===== config.mk =====
export PLATFORM = sky130hd
export DESIGN_NAME = lca_top
export DESIGN_NICKNAME = d
export VERILOG_FILES = /design/src/rtl/lca_pkg.sv /design/src/rtl/lca_addsub.sv /design/src/rtl/lca_top.sv
export SDC_FILE = /design/constraint.sdc
export NUM_CORES = 1
export LEC_CHECK = 0
export BUFFER_PORTS_ARGS = -buffer_cell sky130_fd_sc_hd__buf_2
export CORE_ASPECT_RATIO = 1.4
export CORE_MARGIN = 4
export CORE_UTILIZATION = 42
export CTS_CLUSTER_SIZE = 28
export DETAILED_ROUTE_END_ITERATION = 8
export MAX_ROUTING_LAYER = met4
export PLACE_DENSITY = 0.75
export SYNTH_ARGS = -nofsm -noshare
export SYNTH_HDL_FRONTEND = slang
export SYNTH_HIERARCHICAL = 1
export SYNTH_SLANG_ARGS = --single-unit
export TNS_END_PERCENT = 30

===== constraint.sdc =====
create_clock -name CLK_IN -period 3 [get_ports CLK_IN]
set_clock_uncertainty 0.2 [all_clocks]
set_input_delay 0.3 -clock CLK_IN [delete_from_list [all_inputs] [get_ports CLK_IN]]
set_output_delay 0.3 -clock CLK_IN [all_outputs]
set_load 0.05 [all_outputs]

===== src/rtl/lca_pkg.sv =====
// Purpose: shared constants and types for the loadable cascadable accumulator
// Assumes: 32-bit apb data, one aligned word per register
// Notes: widths of the accumulator itself are module parameters
package lca_pkg;

    // ==========================================================
    // accumulator widths
    localparam int LCA_WIDE_WIDTH = 16;
    localparam int LCA_NARROW_WIDTH = 4;

    // ==========================================================
    // register map
    localparam int LCA_ADDR_W = 12;
    localparam logic [11:0] LCA_OFS_VALUE = 12'h000;
    localparam logic [11:0] LCA_OFS_FLAGS = 12'h004;
    localparam logic [11:0] LCA_OFS_CTRL = 12'h008;
    localparam logic [11:0] LCA_OFS_STICKY = 12'h00c;

    // ==========================================================
    // field positions
    localparam int LCA_FLAGS_CARRY_BIT = 0;
    localparam int LCA_FLAGS_SOVF_BIT = 1;
    localparam int LCA_FLAGS_UOVF_BIT = 2;
    localparam int LCA_CTRL_TRACK_BIT = 0;
    localparam int LCA_STICKY_UOVF_BIT = 0;
    localparam int LCA_STICKY_SOVF_BIT = 1;

    // ==========================================================
    // reset values
    localparam logic LCA_CTRL_TRACK_RST = 1'b0;
    localparam logic [1:0] LCA_STICKY_RST = 2'h0;
    localparam logic [31:0] LCA_PRDATA_RST = 32'h0000_0000;

    // ==========================================================
    // types
    typedef struct packed {
        logic carry_out;
        logic signed_overflow;
    } lca_flags_t;

endpackage


===== src/rtl/lca_addsub.sv =====
// Purpose: combinational add/subtract stage of the accumulator
// Assumes: sum_dir high adds, low subtracts
// Notes: subtract is done as acc + ~operand + ~carry_in
`timescale 1ns/1ps
module lca_addsub
    import lca_pkg::*;
#(
    parameter int WIDTH = LCA_WIDE_WIDTH
) (
    input wire logic [WIDTH-1:0] acc_in,
    input wire logic [WIDTH-1:0] operand_in,
    input wire logic carry_in_in,
    input wire logic sum_dir_in,
    output logic [WIDTH-1:0] result_out,
    output lca_flags_t flags_out
);

    // ==========================================================
    // operand conditioning and sum
    logic [WIDTH-1:0] eff_operand;
    logic eff_carry;
    logic [WIDTH:0] total;

    always_comb begin
        eff_operand = sum_dir_in ? operand_in : ~operand_in;
        eff_carry = sum_dir_in ? carry_in_in : ~carry_in_in;
        total = {1'b0, acc_in} + {1'b0, eff_operand} + {{WIDTH{1'b0}}, eff_carry};
        result_out = total[WIDTH-1:0];
        // carry in add, active-low borrow in subtract
        flags_out.carry_out = total[WIDTH];
        flags_out.signed_overflow = (acc_in[WIDTH-1] == eff_operand[WIDTH-1])
            && (total[WIDTH-1] != acc_in[WIDTH-1]);
    end

endmodule


===== src/rtl/lca_top.sv =====
// Purpose: loadable cascadable accumulator with apb status window
// Assumes: datapath inputs come from logic on CLK_IN; global reset pin is asynchronous
// Notes: carry and signed overflow outputs are combinational for cascading
//
// Implementation choices: the APB register port and the register offsets.
`timescale 1ns/1ps
module lca_top
    import lca_pkg::*;
#(
    parameter int WIDTH = LCA_WIDE_WIDTH,
    parameter bit GSR_INVERT = 1'b0
) (
    input wire logic CLK_IN,
    input wire logic RST_B_IN,
    input wire logic CE_IN,
    input wire logic WIPE_IN,
    input wire logic PRESET_IN,
    input wire logic SUM_DIR_IN,
    input wire logic CARRY_IN_IN,
    input wire logic [WIDTH-1:0] OPERAND_IN,
    input wire logic [WIDTH-1:0] LOAD_VALUE_IN,
    input wire logic GLOBAL_SET_RESET_IN,
    output logic [WIDTH-1:0] ACC_OUT,
    output logic CARRY_OUT_OUT,
    output logic SIGNED_OVERFLOW_OUT,
    input wire logic PSEL_IN,
    input wire logic PENABLE_IN,
    input wire logic PWRITE_IN,
    input wire logic [LCA_ADDR_W-1:0] PADDR_IN,
    input wire logic [31:0] PWDATA_IN,
    output logic [31:0] PRDATA_OUT,
    output logic PREADY_OUT,
    output logic PSLVERR_OUT
);

    // ==========================================================
    // reset combination
    logic gsr_active;
    logic rst_n;

    assign gsr_active = GSR_INVERT ? ~GLOBAL_SET_RESET_IN : GLOBAL_SET_RESET_IN;
    assign rst_n = RST_B_IN & ~gsr_active;

    // ==========================================================
    // datapath
    logic [WIDTH-1:0] acc;
    logic [WIDTH-1:0] next_acc;
    logic [WIDTH-1:0] result;
    lca_flags_t flags;

    lca_addsub #(
        .WIDTH(WIDTH)
    ) u_addsub (
        .acc_in(acc),
        .operand_in(OPERAND_IN),
        .carry_in_in(CARRY_IN_IN),
        .sum_dir_in(SUM_DIR_IN),
        .result_out(result),
        .flags_out(flags)
    );

    always_comb begin
        if (WIPE_IN) begin
            next_acc = '0;
        end else if (PRESET_IN) begin
            next_acc = LOAD_VALUE_IN;
        end else if (CE_IN) begin
            next_acc = result;
        end else begin
            next_acc = acc;
        end
    end

    always_ff @(posedge CLK_IN or negedge rst_n) begin
        if (!rst_n) begin
            acc <= '0;
        end else begin
            acc <= next_acc;
        end
    end

    assign ACC_OUT = acc;
    assign CARRY_OUT_OUT = flags.carry_out;
    assign SIGNED_OVERFLOW_OUT = flags.signed_overflow;

    // ==========================================================
    // sticky overflow tracking
    logic track;
    logic next_track;
    logic [1:0] sticky;
    logic [1:0] next_sticky;
    logic step;
    logic [1:0] sticky_set;
    logic [1:0] sticky_clr;
    logic uovf;
    logic apb_setup;
    logic apb_wr;

    assign apb_setup = PSEL_IN & ~PENABLE_IN;
    assign apb_wr = PSEL_IN & PENABLE_IN & PWRITE_IN;
    assign uovf = flags.carry_out ^ SUM_DIR_IN;
    assign step = CE_IN & ~WIPE_IN & ~PRESET_IN;

    always_comb begin
        next_track = track;
        sticky_set = 2'h0;
        sticky_clr = 2'h0;
        if (apb_wr && PADDR_IN == LCA_OFS_CTRL) begin
            next_track = PWDATA_IN[LCA_CTRL_TRACK_BIT];
        end
        if (apb_wr && PADDR_IN == LCA_OFS_STICKY) begin
            sticky_clr[LCA_STICKY_UOVF_BIT] = PWDATA_IN[LCA_STICKY_UOVF_BIT];
            sticky_clr[LCA_STICKY_SOVF_BIT] = PWDATA_IN[LCA_STICKY_SOVF_BIT];
        end
        if (track && step) begin
            sticky_set[LCA_STICKY_UOVF_BIT] = uovf;
            sticky_set[LCA_STICKY_SOVF_BIT] = flags.signed_overflow;
        end
        // set wins over clear
        next_sticky = (sticky & ~sticky_clr) | sticky_set;
    end

    always_ff @(posedge CLK_IN or negedge rst_n) begin
        if (!rst_n) begin
            track <= LCA_CTRL_TRACK_RST;
            sticky <= LCA_STICKY_RST;
        end else begin
            track <= next_track;
            sticky <= next_sticky;
        end
    end

    // ==========================================================
    // apb read path and error
    logic [31:0] prdata;
    logic [31:0] next_prdata;
    logic pslverr;
    logic next_pslverr;
    logic [31:0] rd_word;
    logic mapped;

    always_comb begin
        rd_word = 32'h0000_0000;
        mapped = 1'b1;
        case (PADDR_IN)
            LCA_OFS_VALUE: begin
                rd_word[WIDTH-1:0] = acc;
            end
            LCA_OFS_FLAGS: begin
                rd_word[LCA_FLAGS_CARRY_BIT] = flags.carry_out;
                rd_word[LCA_FLAGS_SOVF_BIT] = flags.signed_overflow;
                rd_word[LCA_FLAGS_UOVF_BIT] = uovf;
            end
            LCA_OFS_CTRL: begin
                rd_word[LCA_CTRL_TRACK_BIT] = track;
            end
            LCA_OFS_STICKY: begin
                rd_word[1:0] = sticky;
            end
            default: begin
                mapped = 1'b0;
            end
        endcase
        next_prdata = prdata;
        next_pslverr = pslverr;
        if (apb_setup) begin
            next_prdata = PWRITE_IN ? 32'h0000_0000 : rd_word;
            next_pslverr = ~mapped;
        end
    end

    always_ff @(posedge CLK_IN or negedge rst_n) begin
        if (!rst_n) begin
            prdata <= LCA_PRDATA_RST;
            pslverr <= 1'b0;
        end else begin
            prdata <= next_prdata;
            pslverr <= next_pslverr;
        end
    end

    assign PRDATA_OUT = prdata;
    assign PREADY_OUT = 1'b1;
    assign PSLVERR_OUT = pslverr & PSEL_IN & PENABLE_IN;

    // ==========================================================
    // reference arithmetic for checks
    logic [WIDTH:0] chk_add;
    logic [WIDTH:0] chk_sub;
    logic [WIDTH+1:0] chk_sadd;
    logic [WIDTH+1:0] chk_ssub;
    logic chk_sovf;

    // guard bits of a sign-extended sum agree
    function automatic logic top_agree(input logic [2:0] top);
        return (top == 3'b000) || (top == 3'b111);
    endfunction

    always_comb begin
        chk_add = {1'b0, acc} + {1'b0, OPERAND_IN} + {{WIDTH{1'b0}}, CARRY_IN_IN};
        chk_sub = {1'b0, acc} - {1'b0, OPERAND_IN} - {{WIDTH{1'b0}}, CARRY_IN_IN};
        chk_sadd = {{2{acc[WIDTH-1]}}, acc} + {{2{OPERAND_IN[WIDTH-1]}}, OPERAND_IN}
            + {{(WIDTH+1){1'b0}}, CARRY_IN_IN};
        chk_ssub = {{2{acc[WIDTH-1]}}, acc} - {{2{OPERAND_IN[WIDTH-1]}}, OPERAND_IN}
            - {{(WIDTH+1){1'b0}}, CARRY_IN_IN};
        if (SUM_DIR_IN) begin
            chk_sovf = !top_agree(chk_sadd[WIDTH+1:WIDTH-1]);
        end else begin
            chk_sovf = !top_agree(chk_ssub[WIDTH+1:WIDTH-1]);
        end
    end

    // ==========================================================
    // assertions
    AST_WIPE_CLEARS: assert property (@(posedge CLK_IN) disable iff (!rst_n)
        WIPE_IN |=> (ACC_OUT == '0))
        else $error("wipe did not clear accumulator");

    AST_PRESET_LOADS: assert property (@(posedge CLK_IN) disable iff (!rst_n)
        (!WIPE_IN && PRESET_IN) |=> (ACC_OUT == $past(LOAD_VALUE_IN)))
        else $error("preset did not load value");

    AST_ADD_STEP: assert property (@(posedge CLK_IN) disable iff (!rst_n)
        (!WIPE_IN && !PRESET_IN && CE_IN && SUM_DIR_IN)
        |=> (ACC_OUT == $past(chk_add[WIDTH-1:0])))
        else $error("add step stored wrong value");

    AST_SUB_STEP: assert property (@(posedge CLK_IN) disable iff (!rst_n)
        (!WIPE_IN && !PRESET_IN && CE_IN && !SUM_DIR_IN)
        |=> (ACC_OUT == $past(chk_sub[WIDTH-1:0])))
        else $error("subtract step stored wrong value");

    AST_HOLD_NO_CE: assert property (@(posedge CLK_IN) disable iff (!rst_n)
        (!WIPE_IN && !PRESET_IN && !CE_IN) |=> $stable(ACC_OUT))
        else $error("accumulator changed with enable low");

    AST_CARRY_ADD: assert property (@(posedge CLK_IN) disable iff (!rst_n)
        SUM_DIR_IN |-> (CARRY_OUT_OUT == chk_add[WIDTH]))
        else $error("carry out wrong in add");

    AST_BORROW_SUB: assert property (@(posedge CLK_IN) disable iff (!rst_n)
        !SUM_DIR_IN |-> (CARRY_OUT_OUT == !chk_sub[WIDTH]))
        else $error("borrow out wrong in subtract");

    AST_SIGNED_OVF: assert property (@(posedge CLK_IN) disable iff (!rst_n)
        SIGNED_OVERFLOW_OUT == chk_sovf)
        else $error("signed overflow wrong");

    AST_STICKY_SET_WINS: assert property (@(posedge CLK_IN) disable iff (!rst_n)
        (track && step && uovf) |=> sticky[LCA_STICKY_UOVF_BIT])
        else $error("sticky unsigned overflow lost");

    AST_RESET_CLEARS: assert property (@(posedge CLK_IN)
        !rst_n |=> ((ACC_OUT == '0) && (PRDATA_OUT == LCA_PRDATA_RST) && !PSLVERR_OUT))
        else $error("reset did not clear state");

    AST_TRACK_WRITE: assert property (@(posedge CLK_IN) disable iff (!rst_n)
        (apb_wr && (PADDR_IN == LCA_OFS_CTRL))
        |=> (track == $past(PWDATA_IN[LCA_CTRL_TRACK_BIT])))
        else $error("control write not stored");

    AST_STICKY_SOVF_CLEARS: assert property (@(posedge CLK_IN) disable iff (!rst_n)
        (apb_wr && (PADDR_IN == LCA_OFS_STICKY) && PWDATA_IN[LCA_STICKY_SOVF_BIT]
        && !(track && step && flags.signed_overflow)) |=> !sticky[LCA_STICKY_SOVF_BIT])
        else $error("sticky signed overflow not cleared");

    AST_STICKY_UOVF_CLEARS: assert property (@(posedge CLK_IN) disable iff (!rst_n)
        (apb_wr && (PADDR_IN == LCA_OFS_STICKY) && PWDATA_IN[LCA_STICKY_UOVF_BIT]
        && !(track && step && uovf)) |=> !sticky[LCA_STICKY_UOVF_BIT])
        else $error("sticky unsigned overflow not cleared");

    AST_PRDATA_HOLDS: assert property (@(posedge CLK_IN) disable iff (!rst_n)
        !apb_setup |=> $stable(PRDATA_OUT))
        else $error("read data changed outside setup");

    AST_SLVERR_UNMAPPED: assert property (@(posedge CLK_IN) disable iff (!rst_n)
        (apb_setup && !mapped) |=> (!PENABLE_IN || PSLVERR_OUT))
        else $error("unmapped access gave no error");

    AST_READ_VALUE: assert property (@(posedge CLK_IN) disable iff (!rst_n)
        (apb_setup && !PWRITE_IN && (PADDR_IN == LCA_OFS_VALUE))
        |=> (PRDATA_OUT[WIDTH-1:0] == $past(ACC_OUT)))
        else $error("value read returned wrong word");

    AST_FLAGS_READ: assert property (@(posedge CLK_IN) disable iff (!rst_n)
        (apb_setup && !PWRITE_IN && (PADDR_IN == LCA_OFS_FLAGS))
        |=> (PRDATA_OUT[LCA_FLAGS_SOVF_BIT] == $past(SIGNED_OVERFLOW_OUT)))
        else $error("flags read returned wrong overflow");

endmodule


### After elaboration in Yosys (flattened, before gate mapping)

Index checks and enable logic that the tools add are counted.

| word-level totals | value |
|---|---|
| bits in writable memories | 0 |
| register bits | 52 |
| bits in read-only memories | 0 |
| output and inout port bits | 52 |
| latch bits | 0 |
| word-level logic and storage cells | 51 |
| bits of input ports | 87 |
| memories kept | 0 |

| operators by class | value |
|---|---|
| magnitude comparators | 0 |
| add/sub/neg operators | 2 |
| divide/modulo/power cells | 0 |
| bitwise gates (word level) | 19 |
| shift-type cells | 0 |
| multiply operators | 0 |
| mux-type cells | 13 |
| equality and inequality tests | 5 |
| reductions and logical operators | 7 |

Operators by type and width:

| operator | count |
|---|---|
| two-way mux 16 bit | 5 |
| equality test 12 x 4 -> 1 bit (second input constant) | 2 |
| adder 16 x 16 -> 17 bit | 1 |
| adder 17 x 1 -> 17 bit | 1 |
| NOT 16 bit | 1 |
| two-way mux 13 bit | 1 |
| equality test 12 x 3 -> 1 bit (second input constant) | 1 |
| zero test 12 bit | 1 |
| bitwise AND 1 bit | 8 |
| NOT 1 bit | 6 |
| logical AND 1 bit | 4 |
| two-way mux 2 bit | 2 |
| one-hot mux 1 bit (4 select lines) | 1 |
| OR reduction 4 bit | 1 |
| one-hot mux 1 bit (3 select lines) | 1 |
| nonzero test 3 bit | 1 |
| bitwise AND 2 bit | 1 |
| two-way mux 1 bit | 2 |
| NOT 2 bit | 1 |
| OR 2 bit | 1 |
| one-hot mux 1 bit (2 select lines) | 1 |
| equality test 1 bit | 1 |
| inequality test 1 bit | 1 |
| bitwise XOR 1 bit | 1 |

### Depth between registers and ports, before layout

| logic depth | value |
|---|---|
| depth after elaboration | 8 |
| gate-level depth with buffers | 15 |
| mapped depth without buffers | 13 |

### Hierarchy

Netlist, hierarchy kept.

By module, submodules not included:

| module | cells an instance | area an instance (um2) | instances |
|---|---|---|---|
| lca_top | 183 | 1898.1 | 1 |
| lca_addsub | 123 | 947.2 | 1 |

### Worst setup path after synthesis

OpenSTA, ideal clock, no wires.

| timing path | value |
|---|---|
| path type | input port to flip-flop |
| start point | in SUM_DIR_IN |
| end point | reg prdata[2], in the netlist PRDATA_OUT[2] |
| cell stages on the path | 15 |
| arrival | 3.674 ns |
| path slack | -0.950 ns |
| path buffers | 2 |
| setup time | 0.076 ns |
| cells stage by stage | clkbuf_1 buf_2 xnor2_1 fa_1 inv_1 fa_1 nor2b_1 o31a_2 o21ai_1 a211oi_1 o22a_1 xor2_1 mux2i_1 or4_1 o21ai_1 |

| on the way | value |
|---|---|
| cells in the longest elaborated chain, start to end | 6 |
| elaborated cells on any way between the ends | 7 |

Ends and longest elaborated chain:

| element | RTL line | RTL |
|---|---|---|
| start: declaration | lca_top.sv:18 | `input wire logic SUM_DIR_IN,` |
| two-way mux 16 bit | lca_addsub.sv:25 | `eff_operand = sum_dir_in ? operand_in : ~operand_in;` |
| adder 16 x 16 -> 17 bit | lca_addsub.sv:27 | `total = {1'b0, acc_in} + {1'b0, eff_operand} + {{WIDTH{1'b0}}, eff_carry};` |
| adder 17 x 1 -> 17 bit * | lca_addsub.sv:27 |  |
| net CARRY_OUT_OUT | lca_top.sv:24 | `output logic CARRY_OUT_OUT,` |
| bitwise XOR 1 bit * | lca_top.sv:101 | `assign uovf = flags.carry_out ^ SUM_DIR_IN;` |
| one-hot mux 1 bit (2 select lines) * | lca_top.sv:145 | `case (PADDR_IN)` |
| two-way mux 16 bit * | lca_top.sv:167 | `next_prdata = PWRITE_IN ? 32'h0000_0000 : rd_word;` |
| end signal: assignment | lca_top.sv:177 | `prdata <= next_prdata;` |
| end: declaration | lca_top.sv:135 | `logic [31:0] prdata;` |

Mark *: on every way through the listed nets, which the timed path passes. The rest lies on a longest branch.
A chain may end at the register's enable or synchronous reset.

### Worst setup path in the final report

| timing path | value |
|---|---|
| start point | reg acc[0], in the netlist ACC_OUT[0] |
| end point | reg prdata[2], in the netlist PRDATA_OUT[2] |

| on the way | value |
|---|---|
| cells in the longest elaborated chain, start to end | 5 |

Ends and longest elaborated chain:

| element | RTL line | RTL |
|---|---|---|
| start: declaration | lca_top.sv:46 | `logic [WIDTH-1:0] acc;` |
| start signal: assignment | lca_top.sv:78 | `acc <= next_acc;` |
| adder 16 x 16 -> 17 bit | lca_addsub.sv:27 |  |
| adder 17 x 1 -> 17 bit | lca_addsub.sv:27 |  |
| bitwise XOR 1 bit | lca_top.sv:101 |  |
| one-hot mux 1 bit (2 select lines) | lca_top.sv:145 |  |
| two-way mux 16 bit | lca_top.sv:167 |  |

No other way between the ends.

==> key figures <==
Outcome
  • Status: finished with violations
  • Failing checks: negative setup slack

Synth
  • Post-synthesis cell area: 2845 sq um
  • Synth Area in Compound Gates: 0.1939
  • Primary FF master, synth: dfrtp_1
  • Sequential fraction of the synthesis area: 0.3166
  • Number of enable flip-flop cells after synthesis: 0
  • Top cells by count, synth: nor2_1 (40), dfrtp_1 (36), a21oi_1 (33)
  • Share of the synthesized area in the top cell type: 0.3166
  • Synth Instances: 306
  • Mean Syn Cell Area: 9.298 sq um
  • Post-Synth XOR/XNOR Area: 0.08927
  • Post-synthesis async set-or-reset flop share: 1.000
  • Yosys warns: 6
  • Biggest area consumer among synthesized cells: dfrtp_1
  • Largest family of logic cells by synthesized area: compound AO/OA/AOI/OAI gates
  • Simple-gate share of the synthesized area: 0.1526
  • Mux cell area share after synthesis: 0.07652
  • Distinct cells, synth: 59
  • Synth top area cells: dfrtp_1 (32%), xnor2_1 (7.4%), ha_1 (6.6%), mux2i_1 (6.3%), a21oi_1 (5.8%)
  • Most common cell in the netlist: nor2_1
  • Synthesized-area fraction occupied by adder cells: 0.08004
  • Seq cells post-synth: 36

Final layout
  • Fill count: 600
  • Final Instance Area: 3739 sq um
  • Layout cells sized above 1: 0.3855
  • Final #Nets: 531
  • Antenna Cells: 0
  • Post-Layout Cell Count: 502
  • Area delta synth->final: 31.40%

Worst hold path
  • Hold Path Depth: 3
  • Type of the worst min-delay path: primary input to register
  • Hold Crit Start: LOAD_VALUE_IN[15]

Clock tree
  • Htree depth: 2
  • Clk_lat worst skew: 0.30 ns
  • Sink Count: 36
  • CTS Root Cell: clkbuf_8
  • Clock-pin slew of the registers on the worst-case setup and hold paths: 0.08 ns
  • CTS tree: done
  • CTS Buffer Depth: 2
  • TritonCTS Buffers: 5

Timing
  • Setup Viol. Count Final: 1
  • Final worst slack: -0.02885 ns
  • RSZ-0062 raised after global routing: yes
  • TNS Setup: -0.02885 ns
  • Tmin final: 3.029 ns
  • Hold_ws: 0.03646 ns
  • Final Max Slew Viols: 0
  • Achievable frequency: 0.3302 GHz
  • Max_slew headroom: 0.5400
  • Endpoints failing hold: 0
  • Worst Max-Slew Pin Slew: 0.6878 ns
  • Period utilization: 1.010

Route
  • DR pass1 iterations: 4
  • Routed WL per cell: 15.81 microns
  • # DRC: 0
  • Initial DRC count: 153
  • Via count: 2647
  • Vias per inst: 5.273
  • Final wirelength: 7936 microns
  • ANT nets after route: 0

Power
  • Net switching power: 663.0 uW
  • Internal power: 1013 uW
  • VDD IR max: 198.0 uV
  • Clock power share: 0.206
  • Sw Ratio: 0.3957
  • Seq pwr share: 0.317
  • Leak: 0.001921 uW
  • Pwr/cell area: 448.2 nW/um^2
  • Logic pwr share: 0.477
  • Overall Power: 1676 uW

Die
  • Initial core utilization: 0.4331
  • Die Y: 105.4 microns
  • Row cnt: 35
  • Die area: 8174 sq um
  • Placeable Area: 6569 sq um
  • Die Width: 77.56 microns
  • Boundary Pins: 139

Worst setup path
  • Worst r2r src: ACC_OUT[0]
  • Worst Reg-to-Reg Cells: 12
  • Worst path depth: 12
  • Worst path slowest cell: dfrtp_2
  • Cell Chain, Critical Path: fa_2 -> inv_2 -> fa_2 -> nor2b_1 -> o31a_2 -> o21ai_2 -> a211oi_1 -> o22a_2 -> xor2_1 -> mux2i_1 -> or4_1 -> o21ai_1
  • Critical path buffers and inverters: 1
  • Crit. End Element: register
  • Crit path kind: register to register
  • Worst Path Arrival: 3.05 ns
  • Critical path launch point type: register
  • Critical path's largest stage delay: 0.42 ns
  • Top cell by count, worst path: fa_2
  • Worst EP required: 3.02 ns
  • Crit-path max FO: 2
  • Delay-heaviest family, CP: compound AO/OA/AOI/OAI gates
  • Setup crit start: ACC_OUT[0]

Global route
  • Largest net degree at the start of global routing: 34
  • Initial antenna violation count: 0
  • All-Layer GR Usage: 0.2010
  • GRT overflow: 0
  • Vias in the first global route: 2765
  • First-pass GRT wire length: 12740 microns

Placement
  • PortBufs: 91
  • Final GP Congestion: 0.8281
  • HPWL after detailed placement: 5902 microns
  • Placed instance count: 485
  • Placed Area: 3498 sq um

Flow run
  • Max_cap viols: 0
-- kinds of logic after synthesis --
family,Yosys count
other cells,2
mux,21
compound gates,80
xor+xnor,29
fa+ha+maj,17
simple gates,82
flops,36
buf+inv,39
-- worst min-delay path, delay by kind of cell --
family | cells | cell delay [ns]
buf+inv | 1 | 0.08
compound gates | 1 | 0.05
simple gates | 1 | 0.07
-- per-layer routing --
metal  GRT usage  wire length, microns  vias up
li1            -                     -     1288
met1      0.2179                  3090     1262
met2      0.3646                  4303       84
met3     0.02735                   352       13
met4     0.08270                   190        0
met5           -                     0        -
-- flip-flops by register name (all words and copies together) (netlist names) --
signal,count
ACC_OUT,16
PRDATA_OUT,16
pslverr,1
track,1
sticky,2
-- stage by stage --
step / worst slack (ns) / util
after global routing: -0.1033 / 0.5691
after CTS: -0.02973 / 0.5606
after detailed placement: -0.2687 / 0.5326
after global placement: -0.2474 / 0.5326
final: -0.02885 / 0.5691
after floorplan: -0.3776 / -
-- layout by cell type (no fill, tap or decap), drive strengths merged, types with 2 or more instances in the layout --
| master | n |
|---|---|
| xor2 | 5 |
| ha | 15 |
| conb | 17 |
| nor4 | 2 |
| xnor2 | 24 |
| mux2i | 18 |
| and3 | 2 |
| fa | 2 |
| nor2 | 41 |
| clkbuf | 8 |
| dfrtp | 36 |
| o21a | 2 |
| dlygate4sd3 | 3 |
| nand2 | 14 |
| o41ai | 2 |
| o211ai | 3 |
| a21oi | 33 |
| o21ai | 13 |
| inv | 6 |
| a211oi | 2 |
| nand3 | 6 |
| a31oi | 3 |
| a22o | 14 |
| nor2b | 3 |
| nand3b | 2 |
| a21o | 2 |
| mux2 | 3 |
| buf | 128 |
-- timing repair --
action | in CTS | in global routing
gates resized for setup | 7 | 9
pin swaps | 7 | 3
buffers inserted | 7 | 0
hold buffers | 3 | 0
setup endpoints to repair | 3 | 8
hold endpoints to repair | 15 | 0
-- cell type report --
type / instances / area, sq um / share of cell area
Multi-Input combinational cell: 246 / 1839 / 0.4920
Sequential cell: 36 / 902.1 / 0.2413
Timing Repair Buffer: 132 / 800.8 / 0.2142
Tap cell: 74 / 92.59 / 0.02477
Clock buffer: 7 / 76.32 / 0.02041
Inverter: 6 / 22.52 / 0.006024
Clock inverter: 1 / 5.005 / 0.001339
-- worst paths after layout --
check	slack (ns)	to
max	-0.03	PRDATA_OUT[2]
min	0.04	ACC_OUT[15]
max reg2reg	-0.03	PRDATA_OUT[2]
min reg2reg	0.29	PRDATA_OUT[2]
max in group asynchronous	0.99	ACC_OUT[0]
min in group asynchronous	0.51	ACC_OUT[11]
-- power by group through the flow --
stage	registers (uW)	clock network, uW	logic, uW
final	530	346	799
after CTS	530	350	783
after detailed placement	539	0	735
after floorplan	605	0	474
after global routing	534	364	873
after global placement	538	0	718
(Power assumes the default switching activity.)
